### src/rtl/mt_pkg.sv
// Package for the eight-bit modulo timer: register map, field positions,
// reset values, clock source codes and the bus carrier structs.
// Assumes a classic Wishbone master with 32-bit data and byte addresses.
package mt_pkg;

    // ------------------------------------------------------------------
    // Register map (byte addresses, one aligned word each)
    // ------------------------------------------------------------------
    localparam int MT_ADR_W = 5;
    localparam logic [MT_ADR_W-1:0] MT_OFF_SC = 5'h00;
    localparam logic [MT_ADR_W-1:0] MT_OFF_CLK = 5'h04;
    localparam logic [MT_ADR_W-1:0] MT_OFF_CNT = 5'h08;
    localparam logic [MT_ADR_W-1:0] MT_OFF_MOD = 5'h0C;

    // ------------------------------------------------------------------
    // Field positions
    // ------------------------------------------------------------------
    localparam int MT_SC_TOF_BIT = 7;
    localparam int MT_SC_IE_BIT = 6;
    localparam int MT_SC_TRST_BIT = 5;
    localparam int MT_SC_STP_BIT = 4;
    localparam int MT_CLK_CSEL_LSB = 4;
    localparam int MT_CLK_PS_LSB = 0;
    localparam int MT_WB_BYTE0 = 0;

    // ------------------------------------------------------------------
    // Widths and values
    // ------------------------------------------------------------------
    localparam int MT_CNT_W = 8;
    localparam int MT_PS_W = 4;
    localparam logic [MT_PS_W-1:0] MT_PS_MAX = 4'h8;
    localparam logic [MT_CNT_W-1:0] MT_CNT_ZERO = 8'h00;
    localparam logic [MT_CNT_W-1:0] MT_CNT_FULL = 8'hFF;
    localparam logic [MT_CNT_W-1:0] MT_CNT_ONE = 8'h01;
    localparam logic [31:0] MT_DAT_ZERO = 32'h0000_0000;

    // ------------------------------------------------------------------
    // Reset values
    // ------------------------------------------------------------------
    localparam logic MT_RST_STP = 1'b1;
    localparam logic MT_RST_IE = 1'b0;
    localparam logic MT_RST_TOF = 1'b0;
    localparam logic [MT_PS_W-1:0] MT_RST_PS = 4'h0;
    localparam logic [MT_CNT_W-1:0] MT_RST_MOD = 8'h00;

    // Prescaler input source select
    typedef enum logic [1:0] {
        MT_SRC_BUS = 2'b00,
        MT_SRC_FIX = 2'b01,
        MT_SRC_EXT_FALL = 2'b10,
        MT_SRC_EXT_RISE = 2'b11
    } mt_src_e;

    // Wishbone request and answer
    typedef struct packed {
        logic cyc;
        logic stb;
        logic we;
        logic [MT_ADR_W-1:0] adr;
        logic [3:0] sel;
        logic [31:0] dat;
    } mt_wb_req_s;

    typedef struct packed {
        logic ack;
        logic [31:0] dat;
    } mt_wb_rsp_s;

endpackage

### src/rtl/mt_timer_top.sv
// Eight-bit modulo timer with selectable source, prescaler, overflow
// flag and interrupt request, reached over classic Wishbone.
// Assumes one bus clock; pins arrive asynchronous, mode inputs do not.
//
// Contract
// Eight-bit up-counter, free-running or modulo
// Four sources: bus, fixed, pin rise, pin fall
// Fixed source is reference clock halved
// Divide by two to power zero..eight
// Counts in wait; interrupt ends wait
// Halts entirely in every stop mode
// Stop exit keeps state; reset restores defaults
// Debug suspends counting; resets still act
// External pin synchronised before edge detection
// Pin frequency at most quarter bus clock
// Flag bit 7 sets on wrap to zero
// Flag clears by read then zero write
// Counter reset or modulo write clears flag
// Request while flag and enable bit 6
// Software clears flag before enabling interrupt
// Bit 5 write one zeroes counter, reads zero
// Bit 4 freezes counter; reset sets it
// Four eight-bit registers exposed
// Source codes 00 bus to 11 rise
// Prescale codes above 1000 divide by 256
// Wrap at nonzero modulo; zero runs free
// Overflow during clear keeps flag set
// Reset write beats coincident overflow
//
// The address map and register access over Wishbone were chosen for this implementation.
`timescale 1ns/1ps
module mt_timer_top (
    // Clock and reset
    input wire logic clk_i,
    input wire logic rst_i,
    // Wishbone slave
    input mt_pkg::mt_wb_req_s wb_req_i,
    output mt_pkg::mt_wb_rsp_s wb_rsp_o,
    // Clock inputs from outside the bus domain
    input wire logic ext_timer_clock_pin_i,
    input wire logic internal_fixed_ref_clock_i,
    // System mode levels, bus clock domain
    input wire logic stop_mode_i,
    input wire logic debug_active_i,
    // Interrupt request
    output logic irq_o
);
    import mt_pkg::*;

    // ------------------------------------------------------------------
    // State
    // ------------------------------------------------------------------
    typedef struct packed {
        logic overflow_flag;
        logic ie;
        logic stp;
        logic [1:0] csel;
        logic [MT_PS_W-1:0] psel;
        logic [MT_CNT_W-1:0] cnt;
        logic [MT_CNT_W-1:0] modv;
        logic armed;
        logic fix_half;
        logic irq;
        logic ack;
        logic [31:0] rdat;
    } mt_top_s;

    mt_top_s st_reg;
    mt_top_s st_next;

    logic ext_rise;
    logic ext_fall;
    logic ref_rise;
    logic fix_tick;
    logic src_tick;
    logic run;
    logic cnt_tick;
    logic acc;
    logic wr;
    logic rd;
    logic sc_wr;
    logic clk_wr;
    logic mod_wr;
    logic trst;
    logic clr_evt;
    logic ovf;
    logic clear_req;
    logic [MT_CNT_W-1:0] wrap;
    logic [7:0] wbyte;
    logic [7:0] rbyte;

    // ------------------------------------------------------------------
    // Clock sources
    // ------------------------------------------------------------------

    // External pin, two flops before any edge logic
    mt_edge_sync u_ext_sync (
        .clk_i(clk_i),
        .rst_i(rst_i),
        .async_i(ext_timer_clock_pin_i),
        .rise_o(ext_rise),
        .fall_o(ext_fall)
    );

    // Reference clock sampled the same way as a pin
    mt_edge_sync u_ref_sync (
        .clk_i(clk_i),
        .rst_i(rst_i),
        .async_i(internal_fixed_ref_clock_i),
        .rise_o(ref_rise),
        .fall_o()
    );

    // Halved reference rises on every second reference rise
    assign fix_tick = ref_rise & ~st_reg.fix_half;

    // Source mux; the bus clock gives a tick every cycle
    always_comb begin
        case (mt_src_e'(st_reg.csel))
            MT_SRC_BUS: src_tick = 1'b1;
            MT_SRC_FIX: src_tick = fix_tick;
            MT_SRC_EXT_FALL: src_tick = ext_fall;
            MT_SRC_EXT_RISE: src_tick = ext_rise;
            default: src_tick = 1'b0;
        endcase
    end

    // Wait mode is not a term here, so counting goes on in wait
    assign run = ~st_reg.stp & ~stop_mode_i & ~debug_active_i;

    // Prescaler pauses with the counter so no partial count leaks
    mt_prescaler u_ps (
        .clk_i(clk_i),
        .rst_i(rst_i),
        .ps_i(st_reg.psel),
        .clr_i(clr_evt),
        .tick_i(src_tick & run),
        .tick_o(cnt_tick)
    );

    // ------------------------------------------------------------------
    // Bus decode
    // ------------------------------------------------------------------

    // Access taken in the cycle before ack; ack then blocks a repeat
    assign acc = wb_req_i.cyc & wb_req_i.stb & ~st_reg.ack;
    assign wr = acc & wb_req_i.we & wb_req_i.sel[MT_WB_BYTE0];
    assign rd = acc & ~wb_req_i.we;
    assign wbyte = wb_req_i.dat[7:0];
    assign sc_wr = wr & (wb_req_i.adr == MT_OFF_SC);
    assign clk_wr = wr & (wb_req_i.adr == MT_OFF_CLK);
    assign mod_wr = wr & (wb_req_i.adr == MT_OFF_MOD);
    assign trst = sc_wr & wbyte[MT_SC_TRST_BIT];
    assign clr_evt = trst | mod_wr;

    // Zero-write clears only after a read saw the flag set
    assign clear_req = sc_wr & ~wbyte[MT_SC_TOF_BIT] & st_reg.armed;

    // Read mux; unmapped and misaligned addresses read as zero
    always_comb begin
        case (wb_req_i.adr)
            MT_OFF_SC: begin
                rbyte = 8'h00;
                rbyte[MT_SC_TOF_BIT] = st_reg.overflow_flag;
                rbyte[MT_SC_IE_BIT] = st_reg.ie;
                rbyte[MT_SC_STP_BIT] = st_reg.stp;
            end
            MT_OFF_CLK: begin
                rbyte = 8'h00;
                rbyte[MT_CLK_CSEL_LSB+:2] = st_reg.csel;
                rbyte[MT_CLK_PS_LSB+:MT_PS_W] = st_reg.psel;
            end
            MT_OFF_CNT: rbyte = st_reg.cnt;
            MT_OFF_MOD: rbyte = st_reg.modv;
            default: rbyte = 8'h00;
        endcase
    end

    // ------------------------------------------------------------------
    // Counter and overflow
    // ------------------------------------------------------------------

    // A zero modulo means the counter wraps only after all ones
    assign wrap = (st_reg.modv == MT_CNT_ZERO) ? MT_CNT_FULL : st_reg.modv;
    assign ovf = cnt_tick & (st_reg.cnt == wrap);

    // ------------------------------------------------------------------
    // Next state
    // ------------------------------------------------------------------

    // Next state: counter, flag, control fields and bus answer
    always_comb begin
        st_next = st_reg;
        st_next.ack = acc;
        st_next.rdat = MT_DAT_ZERO;
        if (rd) begin
            st_next.rdat[7:0] = rbyte;
        end

        if (ref_rise) begin
            st_next.fix_half = ~st_reg.fix_half;
        end

        // Counter: reset writes beat any tick of the same cycle
        if (clr_evt) begin
            st_next.cnt = MT_CNT_ZERO;
        end else if (cnt_tick) begin
            st_next.cnt = ovf ? MT_CNT_ZERO : st_reg.cnt + MT_CNT_ONE;
        end

        // Flag: reset write wins, then set wins over the zero write
        if (clr_evt) begin
            st_next.overflow_flag = 1'b0;
        end else if (ovf) begin
            st_next.overflow_flag = 1'b1;
        end else if (clear_req) begin
            st_next.overflow_flag = 1'b0;
        end

        // Arming: an overflow, even one beside the read, restarts it;
        // that read returned the flag from before this overflow
        if (sc_wr || ovf || clr_evt) begin
            st_next.armed = 1'b0;
        end else if (rd && wb_req_i.adr == MT_OFF_SC && st_reg.overflow_flag) begin
            st_next.armed = 1'b1;
        end

        // Control fields
        if (sc_wr) begin
            st_next.ie = wbyte[MT_SC_IE_BIT];
            st_next.stp = wbyte[MT_SC_STP_BIT];
        end
        if (clk_wr) begin
            st_next.csel = wbyte[MT_CLK_CSEL_LSB+:2];
            st_next.psel = wbyte[MT_CLK_PS_LSB+:MT_PS_W];
        end
        if (mod_wr) begin
            st_next.modv = wbyte;
        end

        // Request follows flag and enable; it also ends wait
        st_next.irq = st_next.overflow_flag & st_next.ie;

        // Only a reset restores defaults; stop exit keeps all state
        if (rst_i) begin
            st_next = '0;
            st_next.stp = MT_RST_STP;
            st_next.ie = MT_RST_IE;
            st_next.overflow_flag = MT_RST_TOF;
            st_next.psel = MT_RST_PS;
            st_next.csel = MT_SRC_BUS;
            st_next.modv = MT_RST_MOD;
        end
    end

    always_ff @(posedge clk_i) begin
        st_reg <= st_next;
    end

    // ------------------------------------------------------------------
    // Outputs
    // ------------------------------------------------------------------
    assign wb_rsp_o.ack = st_reg.ack;
    assign wb_rsp_o.dat = st_reg.rdat;
    assign irq_o = st_reg.irq;
endmodule // mt_timer_top

### src/rtl/mt_edge_sync.sv
// Two-flop synchroniser with edge detection for a level from outside
// the bus clock domain.
// Assumes the input toggles no faster than a quarter of clk_i.
`timescale 1ns/1ps
module mt_edge_sync (
    // Clock and reset
    input wire logic clk_i,
    input wire logic rst_i,
    // Asynchronous level in
    input wire logic async_i,
    // Edge pulses, one cycle each
    output logic rise_o,
    output logic fall_o
);
    import mt_pkg::*;

    typedef struct packed {
        logic s1;
        logic s2;
        logic s3;
    } mt_sync_s;

    mt_sync_s st_reg;
    mt_sync_s st_next;

    // Only s2 reads s1; edges look at s2 and s3 alone
    always_comb begin
        st_next = st_reg;
        st_next.s1 = async_i;
        st_next.s2 = st_reg.s1;
        st_next.s3 = st_reg.s2;
        if (rst_i) begin
            st_next = '0;
        end
    end

    always_ff @(posedge clk_i) begin
        st_reg <= st_next;
    end

    // Edges; a pin faster than clk/4 would merge pulses here
    assign rise_o = st_reg.s2 & ~st_reg.s3;
    assign fall_o = ~st_reg.s2 & st_reg.s3;
endmodule // mt_edge_sync

### src/rtl/mt_prescaler.sv
// Power-of-two prescaler: passes one tick in 2**n of the source ticks.
// Assumes tick_i is already gated by the counter's run condition.
`timescale 1ns/1ps
module mt_prescaler (
    // Clock and reset
    input wire logic clk_i,
    input wire logic rst_i,
    // Control
    input wire logic [mt_pkg::MT_PS_W-1:0] ps_i,
    input wire logic clr_i,
    // Ticks
    input wire logic tick_i,
    output logic tick_o
);
    import mt_pkg::*;

    typedef struct packed {
        logic [MT_CNT_W-1:0] div;
    } mt_ps_s;

    mt_ps_s st_reg;
    mt_ps_s st_next;
    logic [MT_PS_W-1:0] n_eff;
    logic [MT_CNT_W-1:0] mask;

    // Codes above eight all divide by the largest step
    assign n_eff = (ps_i > MT_PS_MAX) ? MT_PS_MAX : ps_i;

    // Low n bits of the divider must all be ones to pass a tick
    for (genvar g = 0; g < MT_CNT_W; g++) begin : g_mask
        assign mask[g] = (n_eff > MT_PS_W'(g));
    end

    assign tick_o = tick_i & ((st_reg.div & mask) == mask);

    // Divider advances only on source ticks
    always_comb begin
        st_next = st_reg;
        if (clr_i) begin
            st_next.div = MT_CNT_ZERO;
        end else if (tick_i) begin
            st_next.div = st_reg.div + MT_CNT_ONE;
        end
        if (rst_i) begin
            st_next = '0;
        end
    end

    always_ff @(posedge clk_i) begin
        st_reg <= st_next;
    end

endmodule // mt_prescaler

### config.mk
export PLATFORM = sky130hd
export DESIGN_NAME = mt_timer_top
export DESIGN_NICKNAME = d
export VERILOG_FILES = /design/src/rtl/mt_pkg.sv /design/src/rtl/mt_timer_top.sv /design/src/rtl/mt_edge_sync.sv /design/src/rtl/mt_prescaler.sv
export SDC_FILE = /design/constraint.sdc
export NUM_CORES = 1
export LEC_CHECK = 0
export BUFFER_PORTS_ARGS = -buffer_cell sky130_fd_sc_hd__buf_2
export CAP_MARGIN = 25
export CELL_PAD_IN_SITES_DETAIL_PLACEMENT = 0
export CELL_PAD_IN_SITES_GLOBAL_PLACEMENT = 1
export CORE_ASPECT_RATIO = 0.9
export CORE_MARGIN = 8
export CORE_UTILIZATION = 24
export CTS_BUF_LIST = sky130_fd_sc_hd__clkbuf_16
export CTS_CLUSTER_DIAMETER = 200
export DETAILED_ROUTE_END_ITERATION = 8
export PLACE_DENSITY_LB_ADDON = 0.1
export SYNTH_ARGS = -nofsm -noshare
export SYNTH_HDL_FRONTEND = slang
export SYNTH_SLANG_ARGS = --single-unit
### constraint.sdc
create_clock -name clk_i -period 2.2 [get_ports clk_i]
set_input_delay 0.11 -clock clk_i [delete_from_list [all_inputs] [get_ports clk_i]]
set_output_delay 0.11 -clock clk_i [all_outputs]
set_load 0.02 [all_outputs]
==> results of run 1 <==
-- what timing repair did --
| action | in CTS | in global routing |
|---|---|---|
| endpoints found under the setup margin | 0 | 7 |
| setup buffers | 0 | 0 |
| gates resized for setup | 0 | 7 |
-- report_power, final --
group / internal (µW) / leakage, µW / switching [µW]
Combinational: 32.8 / 0.000679 / 81.0
Clock: 531 / 0.0000812 / 351
Sequential: 928 / 0.000414 / 2.63
-- kinds of logic (layout without fill, tap and decap cells) --
logic type / after synthesis / count (layout) / synth area share [%]
AND/OR/NAND/NOR: 108 / 108 / 21.1
flip-flops: 51 / 51 / 40.2
buffers and inverters: 48 / 59 / 12.0
AO/OA/AOI/OAI: 34 / 34 / 9.15
multiplexers: 23 / 23 / 9.89
XOR/XNOR: 19 / 19 / 6.55
adder cells (fa/ha/maj): 2 / 2 / 0.984
other: 1 / 24 / 0.147
-- area by class of cell --
cell class | instances | share of cell area [%]
Clock buffer | 5 | 4.20
Clock inverter | 3 | 1.30
Inverter | 4 | 0.504
Multi-Input combinational cell | 210 | 44.5
Sequential cell | 51 | 34.5
Tap cell | 129 | 5.42
Timing Repair Buffer | 47 | 9.58
-- cells in the final DEF (no fill, tap or decap), types with 2 or more instances in the layout --
| cell type | synthesis | layout |
|---|---|---|
| a21oi_1 | 10 | 9 |
| a21oi_2 | 2 | 2 |
| a22oi_1 | 7 | 7 |
| buf_2 | 1 | 32 |
| buf_4 | 33 | 14 |
| clkbuf_16 | 0 | 5 |
| conb_1 | 1 | 24 |
| dfxtp_1 | 51 | 47 |
| dfxtp_2 | 0 | 3 |
| ha_1 | 2 | 2 |
| inv_1 | 4 | 4 |
| mux2_2 | 7 | 7 |
| mux2i_1 | 15 | 15 |
| nand2_1 | 16 | 15 |
| nand2b_1 | 2 | 2 |
| nand3_1 | 9 | 9 |
| nand3b_1 | 3 | 3 |
| nand4_1 | 2 | 2 |
| nor2_1 | 38 | 38 |
| nor2b_1 | 10 | 10 |
| nor3_1 | 7 | 7 |
| nor4_1 | 8 | 8 |
| o21ai_0 | 4 | 4 |
| or2_2 | 2 | 2 |
| or3_1 | 5 | 4 |
| xnor2_1 | 7 | 7 |
| xor2_1 | 12 | 12 |
-- worst max path at each step --
stage                             to           start  slack [ns]  cells past startpoint
after global routing      st_reg[51]      st_reg[54]       0.002                      6
after global placement    st_reg[51]      st_reg[34]        0.05                      6
after detailed placement  st_reg[51]      st_reg[34]        0.03                      6
after floorplan           st_reg[51]  u_ps.st_reg[0]       0.009                      7
final                     st_reg[50]  u_ps.st_reg[0]        0.08                      7
after CTS                 st_reg[50]      st_reg[34]       0.001                      7
-- layer usage --
metal	vias up	track usage [%]	part of all wire (%)
li1	993	-	-
met1	900	13.1	53
met2	52	13.0	40
met3	7	3.34	5.4
met4	0	3.61	1.6
met5	-	0	0
-- per-stage QoR --
step	utilization (%)	hold WS (ns)	setup WS (ns)
after floorplan	-	0.228	0.00903
after global placement	27.1	0.319	0.0461
after detailed placement	27.1	0.325	0.0258
after CTS	28.7	0.0106	0.00115
final	28.9	0.0238	0.0845
after global routing	28.9	0.00852	0.00153
-- cells in the mapped netlist (all sizes together), types with 3 or more instances --
library cell and n:
a22oi 7, or3 5, xnor2 7, dfxtp 51, o21ai 5, nor4 8, nor2 39, nand3 9
a21oi 12, nand3b 3, xor2 12, mux2i 15, clkbuf 8, nor3 7, nor2b 10, inv 4
buf 36, mux2 7, nand2 16
-- critical path, stage by stage (launching register included) --
cell      delay [ns]
dfxtp_4         0.37
nand2_2         0.06
a22o_1          0.23
a2111o_1        0.32
or3_4           0.42
buf_4           0.17
or3_1           0.34
a21oi_1         0.14
==> out/qor.csv, run 1 <==
stage,metric,value,unit
routing,drtIter0Drc,85,
cells_and_area,multi_input_area,0.00132,mm²
cts,numCtsBuffers,5,
setup_path,crit_path_max_fanout,7,
setup_path,end_kind,flip-flop,
synth,avgSynthCellArea,8.89,µm²
sta,clock_skew,0.00760,ns
sta,setup_viol,0,
setup_path,worst-r2r-setup-slack,0.08,ns
cts,clock_path_buffers,2,
routing,antenna_left,0,
placement,hpwl,5030,µm
cts,root_buffer,clkbuf_16,
cts,clk_latency,0.30,ns
worst_hold_path,min_from,ext_timer_clock_pin_i,
floorplan,die_area,0.0141,mm²
cts,tritoncts,built,
cells_and_area,final_nets,371,
routing,routedWlPerCell,14.3,µm
job,maxCapViolations,0,
synth,ys_seq_area_share,40.2,%
setup_path,rr_endpoint,st_reg[50],
sta,setup_tns,0,ns
setup_path,r2r_cells,7,
floorplan,fp.dieW,124,µm
setup_path,r2r-start,u_ps.st_reg[0],
global_route,antenna_found_initial,0,
placement,placed_cell_area,0.00279,mm²
synth,synth_top_area_share,40.2,%
cells_and_area,fillers,1119,
synth,synth_edf_count,0,
cells_and_area,seqCellArea,0.00103,mm²
floorplan,die_y,114,µm
cells_and_area,antenna_cells,0,
routing,viasPerCell,4.35,
cts,cts_sinks,51,
sta,period_share,96.2,%
worst_hold_path,whs_path_depth,2,
sta,drv_slew,0,
placement,dp_cells,441,
synth,yosysTopAreaCell,dfxtp_1,
cells_and_area,drive_above_1_share,24.1,%
synth,synth_area,0.00254,mm²
floorplan,core-area,0.0103,mm²
floorplan,top_level_ports,84,
global_route,grt_pass1_vias,1945,
setup_path,crit_path_start_kind,flip-flop,
power,total_power,1930,µW
global_route,grt-ovfl-total,0,
worst_hold_path,hold_class,in -> reg,
routing,drc,0,
cts,htreeDepth,2,
sta,fin_crit,2.12,ns
setup_path,required,2.42,ns
routing,first_pass_iters,4,
sta,hold_violations,0,
cells_and_area,instances_no_fill,449,
floorplan,start_util,24.7,%
synth,yosys.cell_types.count,45,
power,p_per_area,647,mW/mm²
routing,vias,1952,
synth,ys.flop_type,dfxtp_1,
global_route,grt_max_degree,24,
floorplan,row_count,35,
cells_and_area,area_growth,17.1,%
synth,yosys_register_bits,51,
power,vdd_drop_max,233,µV
global_route,track_usage,9.47,%
sta,maxClockFrequency,0.473,GHz
setup_path,arrival,2.34,ns
placement,numPortBuffers,32,
synth,synth_cells,286,
cells_and_area,final_cell_area,0.00298,mm²
setup_path,path_class,reg -> reg,
routing,routed_wl,6440,µm
synth,synth_area_leaders,"dfxtp_1 (40%), buf_4 (9.7%), mux2i_1 (5.9%)",
cells_and_area,largest_reg_flops,27,
synth,synthArstFlopShare,0,%
sta,rsz0062_at_grt,no,
global_route,grt_pass1_wl,10700,µm
power,p_leak,0.00117,µW
worst_hold_path,whs_endpoint,u_ext_sync.st_reg[2],
cts,holdBufCountCts,0,
synth,synth_warnings,0,
status,outcome,completed,
cts,clkTransAtPathRegs,0.07,ns
placement,gp_congestion,0.742,
(Power assumes the default switching activity.)
==> run 2: changes to the inputs <==
Settings changed: ABC_AREA set to 1.
==> out/qor.csv, run 2 <==
stage,metric,value,unit,change
floorplan,top_level_ports,84,,unchanged
synth,yosys_register_bits,51,,unchanged
synth,ys.flop_type,dfxtp_1,,
worst_hold_path,hold_class,in -> reg,,
cts,clock_path_buffers,2,,unchanged
synth,synthArstFlopShare,0,%,unchanged
setup_path,path_class,reg -> reg,,
placement,hpwl,6130,µm,+22%
routing,antenna_left,0,,unchanged
sta,setup_viol,0,,unchanged
routing,routedWlPerCell,12.7,µm,-11%
cts,tritoncts,built,,
cts,clk_latency,0.30,ns,about the same
placement,numPortBuffers,32,,unchanged
cts,holdBufCountCts,0,,unchanged
cts,cts_resized,0,,unchanged
synth,synth_top_area_share,35.7,%,-4.4 points
synth,synth_xor_area_share,0.919,%,-5.6 points
synth,synth_warnings,0,,unchanged
global_route,grt_pass1_wl,12900,µm,+21%
sta,clock_skew,0.00996,ns,+0.00236 ns
synth,yosys.cell_types.count,34,,-24%
power,vdd_drop_max,325,µV,+39%
floorplan,fp.dieW,131,µm,+5.2%
cells_and_area,largest_reg_flops,27,,unchanged
synth,synth_edf_count,0,,unchanged
setup_path,end_kind,flip-flop,,
setup_path,arrival,1.86,ns,-0.48 ns
routing,viasPerCell,4.14,,-4.7%
floorplan,die_area,0.0157,mm²,+11%
cells_and_area,instances_no_fill,609,,+36%
cells_and_area,layout_common_cells,"nand2_1 (83), inv_1 (65), nor2_1 (51), dfxtp_1 (51), o21ai_0 (34)",,
cells_and_area,area_growth,12.0,%,
sta,maxSlewHeadroom,63.9,%,
sta,setup_tns,0,ns,unchanged
cells_and_area,final_nets,500,,+35%
routing,vias,2524,,+29%
synth,ys_seq_area_share,35.7,%,-4.4 points
cts,numCtsBuffers,5,,unchanged
synth,synth_area,0.00286,mm²,+12%
floorplan,row_count,38,,+8.6%
sta,fin_crit,1.69,ns,-0.421 ns
synth,avgSynthCellArea,6.79,µm²,-24%
global_route,grt-ovfl-total,0,,unchanged
sta,rsz0062_at_grt,no,,
synth,synthMuxAreaShare,0,%,-9.9 points
power,p_leak,0.00141,µW,+20%
synth,synth_compound_area_share,13.2,%,+4.1 points
synth,yosys.area_share.adder,0.876,%,-0.11 points
worst_hold_path,whs_path_depth,3,,+1
routing,drtIter0Drc,149,,+75%
setup_path,crit_path_max_fanout,7,,unchanged
global_route,grt_max_degree,18,,-25%
setup_path,required,2.37,ns,-0.05 ns
cts,clkTransAtPathRegs,0.08,ns,about the same
floorplan,die_y,120,µm,+5.2%
power,p_per_area,584,mW/mm²,-9.7%
routing,routed_wl,7750,µm,+20%
synth,synth-simple-area-share,30.9,%,+9.8 points
status,outcome,completed,,
synth,synth_most_common_cell,nand2_1,,
placement,gp_congestion,0.706,,-4.8%
synth,synth_cells,421,,+47%
synth,synth_area_leaders,"dfxtp_1 (36%), nand2_1 (11%), buf_4 (8.7%)",,
cts,cts_sinks,51,,unchanged
sta,drv_slew,0,,unchanged
sta,whs,0.00730,ns,-0.0165 ns
sta,worst_pin_slew,0.539,ns,
setup_path,crit_path_start_kind,flip-flop,,
cells_and_area,antenna_cells,0,,unchanged
global_route,grt_pass1_vias,2578,,+33%
cts,root_buffer,clkbuf_16,,
cells_and_area,final_cell_area,0.00320,mm²,+7.4%
synth,synth_top_family_by_area,simple AND/OR/NAND/NOR gates,,
sta,period_share,77.0,%,-19 points
global_route,track_usage,10.4,%,+0.95 points
setup_path,r2r_cells,10,,+3
routing,first_pass_iters,4,,unchanged
cts,htreeDepth,2,,unchanged
synth,yosysTopAreaCell,dfxtp_1,,
floorplan,core-area,0.0118,mm²,+15%
power,total_power,1870,µW,-3.0%
floorplan,start_util,24.1,%,-0.57 points
cells_and_area,drive_above_1_share,16.3,%,-7.8 points
synth,yosys-top-cells-count,"nand2_1 (83), inv_1 (65), dfxtp_1 (51), nor2_1 (51), o21ai_0 (34)",,
sta,maxClockFrequency,0.590,GHz,+25%
job,maxCapViolations,0,,unchanged
cts,post-cts-setup-buffers,0,,unchanged
placement,placed_cell_area,0.00305,mm²,+9.4%
cells_and_area,final_common_cell,nand2_1,,
global_route,antenna_found_initial,0,,unchanged
sta,hold_violations,0,,unchanged
placement,dp_cells,601,,+36%
routing,drc,0,,unchanged
[run 2: changes by cell type after synthesis, moves of 8 or more]
cell,before,now
nand2_1,16,83
inv_1,4,65
o21ai_0,4,34
mux2i_1,15,0
a21oi_1,10,24
nor2_1,38,51
nand3_1,9,19
nor2b_1,10,0
xor2_1,12,3
nor4_1,8,0
[run 2: final cells by class]
cell class	instances	area [µm²]
flip-flops and latches	51	1020
repair buffers	33	168
inverters	69	260
clock inverters	3	22.5
clock buffers	5	125
multi-input cells	288	1400
fillers	1360	8640
well taps	160	200
[run 2: kinds of logic after synthesis]
group           after synthesis
flops                        51
xor+xnor                      3
simple gates                189
fa+ha+maj                     2
other cells                   1
buf+inv                     105
compound gates               70
[run 2: worst paths after layout]
check	from	end	slack, ns
max	st_reg[41]	st_reg[44]	0.51
min	ext_timer_clock_pin_i	u_ext_sync.st_reg[2]	0.007
max reg2reg	st_reg[41]	st_reg[44]	0.51
min reg2reg	u_ref_sync.st_reg[2]	u_ref_sync.st_reg[1]	0.40
[run 2: worst max-delay path, cell delays in order, from the launching register on]
cell and delay, ns:
dfxtp_1 0.36, nor2_1 0.13, nand2_2 0.10, nor2_4 0.21, nor2_1 0.08, nand2_1 0.06
nand2_1 0.07, nor2_1 0.10, nand2_1 0.05, o21ai_0 0.30, a21oi_1 0.11
[run 2: power breakdown]
group / internal, µW / leakage [µW] / switching (µW)
combinational: 29.8 / 0.000924 / 94.9
sequential: 929 / 0.000412 / 2.62
clock: 427 / 0.0000742 / 384
[run 2: routing by layer]
metal  track usage, %  wire (µm)  part of all wire [%]
met4             2.58         83                   1.1
met3             2.31        364                   4.7
met5                0          0                     0
met2             16.7       3330                    43
met1             13.8       3970                    51
[run 2: stage by stage]
step / utilization [%] / setup WS [ns]
5_1_grt: 27.0 / 0.231
3_3_place_gp: 25.8 / 0.493
3_5_place_dp: 25.8 / 0.507
6_report: 27.0 / 0.505
4_1_cts: 27.0 / 0.488
2_1_floorplan: - / 0.828
==> run 3: changes to the inputs <==
Clock period 2.2 ns to 1.45 ns, I/O delays scaled along.
==> out/qor.csv, run 3 (synthesized netlist as in run 2, its figures left out) <==
stage,metric,value,unit,change
floorplan,start_util,24.1,%,unchanged
setup_path,cp_cell_sequence,nor2_2 > nand2_2 > nor2_4 > nor2_1 > nand2_1 > nand2_1 > inv_1 > nand2_1 > nor2_2 > nand3_2 > o21ai_1 > nor2_1,,
cells_and_area,fin_util,31.3,%,+4.3 points
sta,rsz0062_at_grt,yes,,
status,outcome,"finished, violations left",,
routing,routedWlPerCell,12.5,µm,-1.6%
worst_hold_path,min_from,wb_req_i[4],,
placement,hpwl,6700,µm,+9.3%
floorplan,die_area,0.0157,mm²,unchanged
cts,numCtsBuffers,5,,unchanged
cts,clk_latency,0.29,ns,about the same
routing,first_pass_iters,4,,unchanged
cells_and_area,area_growth,29.6,%,
floorplan,core-area,0.0118,mm²,unchanged
setup_path,arrival,1.76,ns,-0.10 ns
status,violations,setup timing,,
sta,period_share,109,%,+32 points
setup_path,crit_path_start_kind,flip-flop,,
cts,clkTransAtPathRegs,0.07,ns,about the same
setup_path,cpPeakStageDelay,0.33,ns,-0.03 ns
routing,drc,0,,unchanged
floorplan,top_level_ports,84,,unchanged
cells_and_area,largest_reg_flops,27,,unchanged
sta,hold_violations,0,,unchanged
cells_and_area,drive_above_1_share,29.4,%,+13 points
worst_hold_path,hold_class,in -> reg,,
global_route,track_usage,11.1,%,+0.71 points
cts,htreeDepth,2,,unchanged
setup_path,worst-r2r-setup-slack,-0.13,ns,-0.63 ns
cells_and_area,instances_no_fill,660,,+8.4%
floorplan,row_count,38,,unchanged
worst_hold_path,whs_path_depth,3,,unchanged
setup_path,crit_path_max_fanout,7,,unchanged
floorplan,die_y,120,µm,unchanged
sta,fin_crit,1.58,ns,-0.119 ns
sta,setup_tns,-1.13,ns,-1.13 ns
setup_path,cp_slowest_cell,dfxtp_2,,
placement,numPortBuffers,32,,unchanged
global_route,antenna_found_initial,0,,unchanged
cts,root_buffer,clkbuf_16,,
power,p_leak,0.00171,µW,+21%
power,p_per_area,766,mW/mm²,+31%
power,vdd_drop_max,426,µV,+31%
cells_and_area,antenna_cells,0,,unchanged
setup_path,r2r-start,st_reg[40],,
cells_and_area,final_nets,551,,+10%
cts,cts_sinks,51,,unchanged
global_route,grt_pass1_vias,2746,,+6.5%
global_route,grt-ovfl-total,0,,unchanged
sta,clock_skew,0.00969,ns,-0.000272 ns
routing,antenna_left,0,,unchanged
routing,viasPerCell,4.06,,-2.1%
floorplan,fp.dieW,131,µm,unchanged
global_route,grt_pass1_wl,13700,µm,+6.6%
sta,setup_viol,11,,+11
cts,tritoncts,built,,
setup_path,r2r_cells,12,,+2
setup_path,required,1.63,ns,-0.74 ns
routing,vias,2677,,+6.1%
placement,dp_cells,646,,+7.5%
job,maxCapViolations,0,,unchanged
setup_path,end_kind,flip-flop,,
global_route,grt_max_degree,17,,-1
sta,drv_slew,0,,unchanged
routing,routed_wl,8270,µm,+6.7%
cells_and_area,layout_common_cells,"nand2_1 (81), inv_1 (65), buf_4 (47), dfxtp_1 (44), nor2_1 (39)",,
sta,maxClockFrequency,0.634,GHz,+7.5%
cts,clock_path_buffers,2,,unchanged
setup_path,path_class,reg -> reg,,
sta,fin_ws,-0.126,ns,-0.631 ns
setup_path,cp_common_cell,nand2_1,,
worst_hold_path,whs_endpoint,st_reg[58],,
routing,drtIter0Drc,117,,-21%
placement,gp_congestion,0.750,,+6.2%
setup_path,rr_endpoint,st_reg[50],,
cells_and_area,final_common_cell,nand2_1,,
-- run 3: cell types whose count changed in the layout (fill, tap and decap cells not counted), sizes merged --
cell,before,now
buf,33,82
dlygate4sd3,0,2
-- run 3: per-stage QoR --
step / hold WS (ns) / setup slack (ns) / cell area, µm² / power (µW)
after CTS: 0.0153 / -0.103 / 3630 / 2890
final: 0.0229 / -0.126 / 3700 / 2840
after global routing: 0.0572 / -0.252 / 3700 / 2970
after detailed placement: 0.283 / -0.177 / 3400 / 1650
after global placement: 0.274 / -0.203 / 3400 / 1650
after floorplan: 0.179 / 0.0778 / 2940 / 1620
-- run 3: worst max path at each step --
stage                           from  slack, ns         end
after floorplan           st_reg[42]       0.08  st_reg[51]
after global placement    st_reg[40]      -0.20  st_reg[44]
after detailed placement  st_reg[40]      -0.18  st_reg[45]
after CTS                 st_reg[37]      -0.10  st_reg[45]
after global routing      st_reg[40]      -0.25  st_reg[47]
final                     st_reg[40]      -0.13  st_reg[50]
-- run 3: critical path, delay by kind of cell (launching register included) --
family / cells / cell delay (ns)
simple gates: 10 / 0.99
compound gates: 1 / 0.10
buf+inv: 1 / 0.06
flops: 1 / 0.33
-- run 3: repair_timing --
item / in CTS / in global routing
setup endpoints to repair: 15 / 28
pin swaps: 13 / 11
gates resized for setup: 22 / 22
buffers inserted: 1 / 3
hold buffers: 2 / 0
hold endpoints to repair: 2 / 0
-- run 3: area by class of cell --
type	count	area (µm²)
Tap cell	160	200
Timing Repair Buffer	84	576
Clock inverter	3	21.3
Fill cell	1321	8140
Sequential cell	51	1030
Multi-Input combinational cell	288	1490
Clock buffer	5	125
Inverter	69	263
-- run 3: report_power, final --
part / switching (µW) / leakage, µW / internal (µW) / total [µW]
Sequential: 4.20 / 0.000416 / 1410 / 1410
Combinational: 150 / 0.00122 / 66.8 / 217
Clock: 567 / 0.0000752 / 642 / 1210
Total: 722 / 0.00171 / 2120 / 2840
-- run 3: metal layers --
layer | track usage [%] | up-vias | part of all wire, %
li1 | - | 1426 | -
met2 | 16.8 | 58 | 43
met5 | 0 | - | 0
met4 | 2.58 | 0 | 0.92
met1 | 15.8 | 1188 | 52
met3 | 2.17 | 5 | 3.8
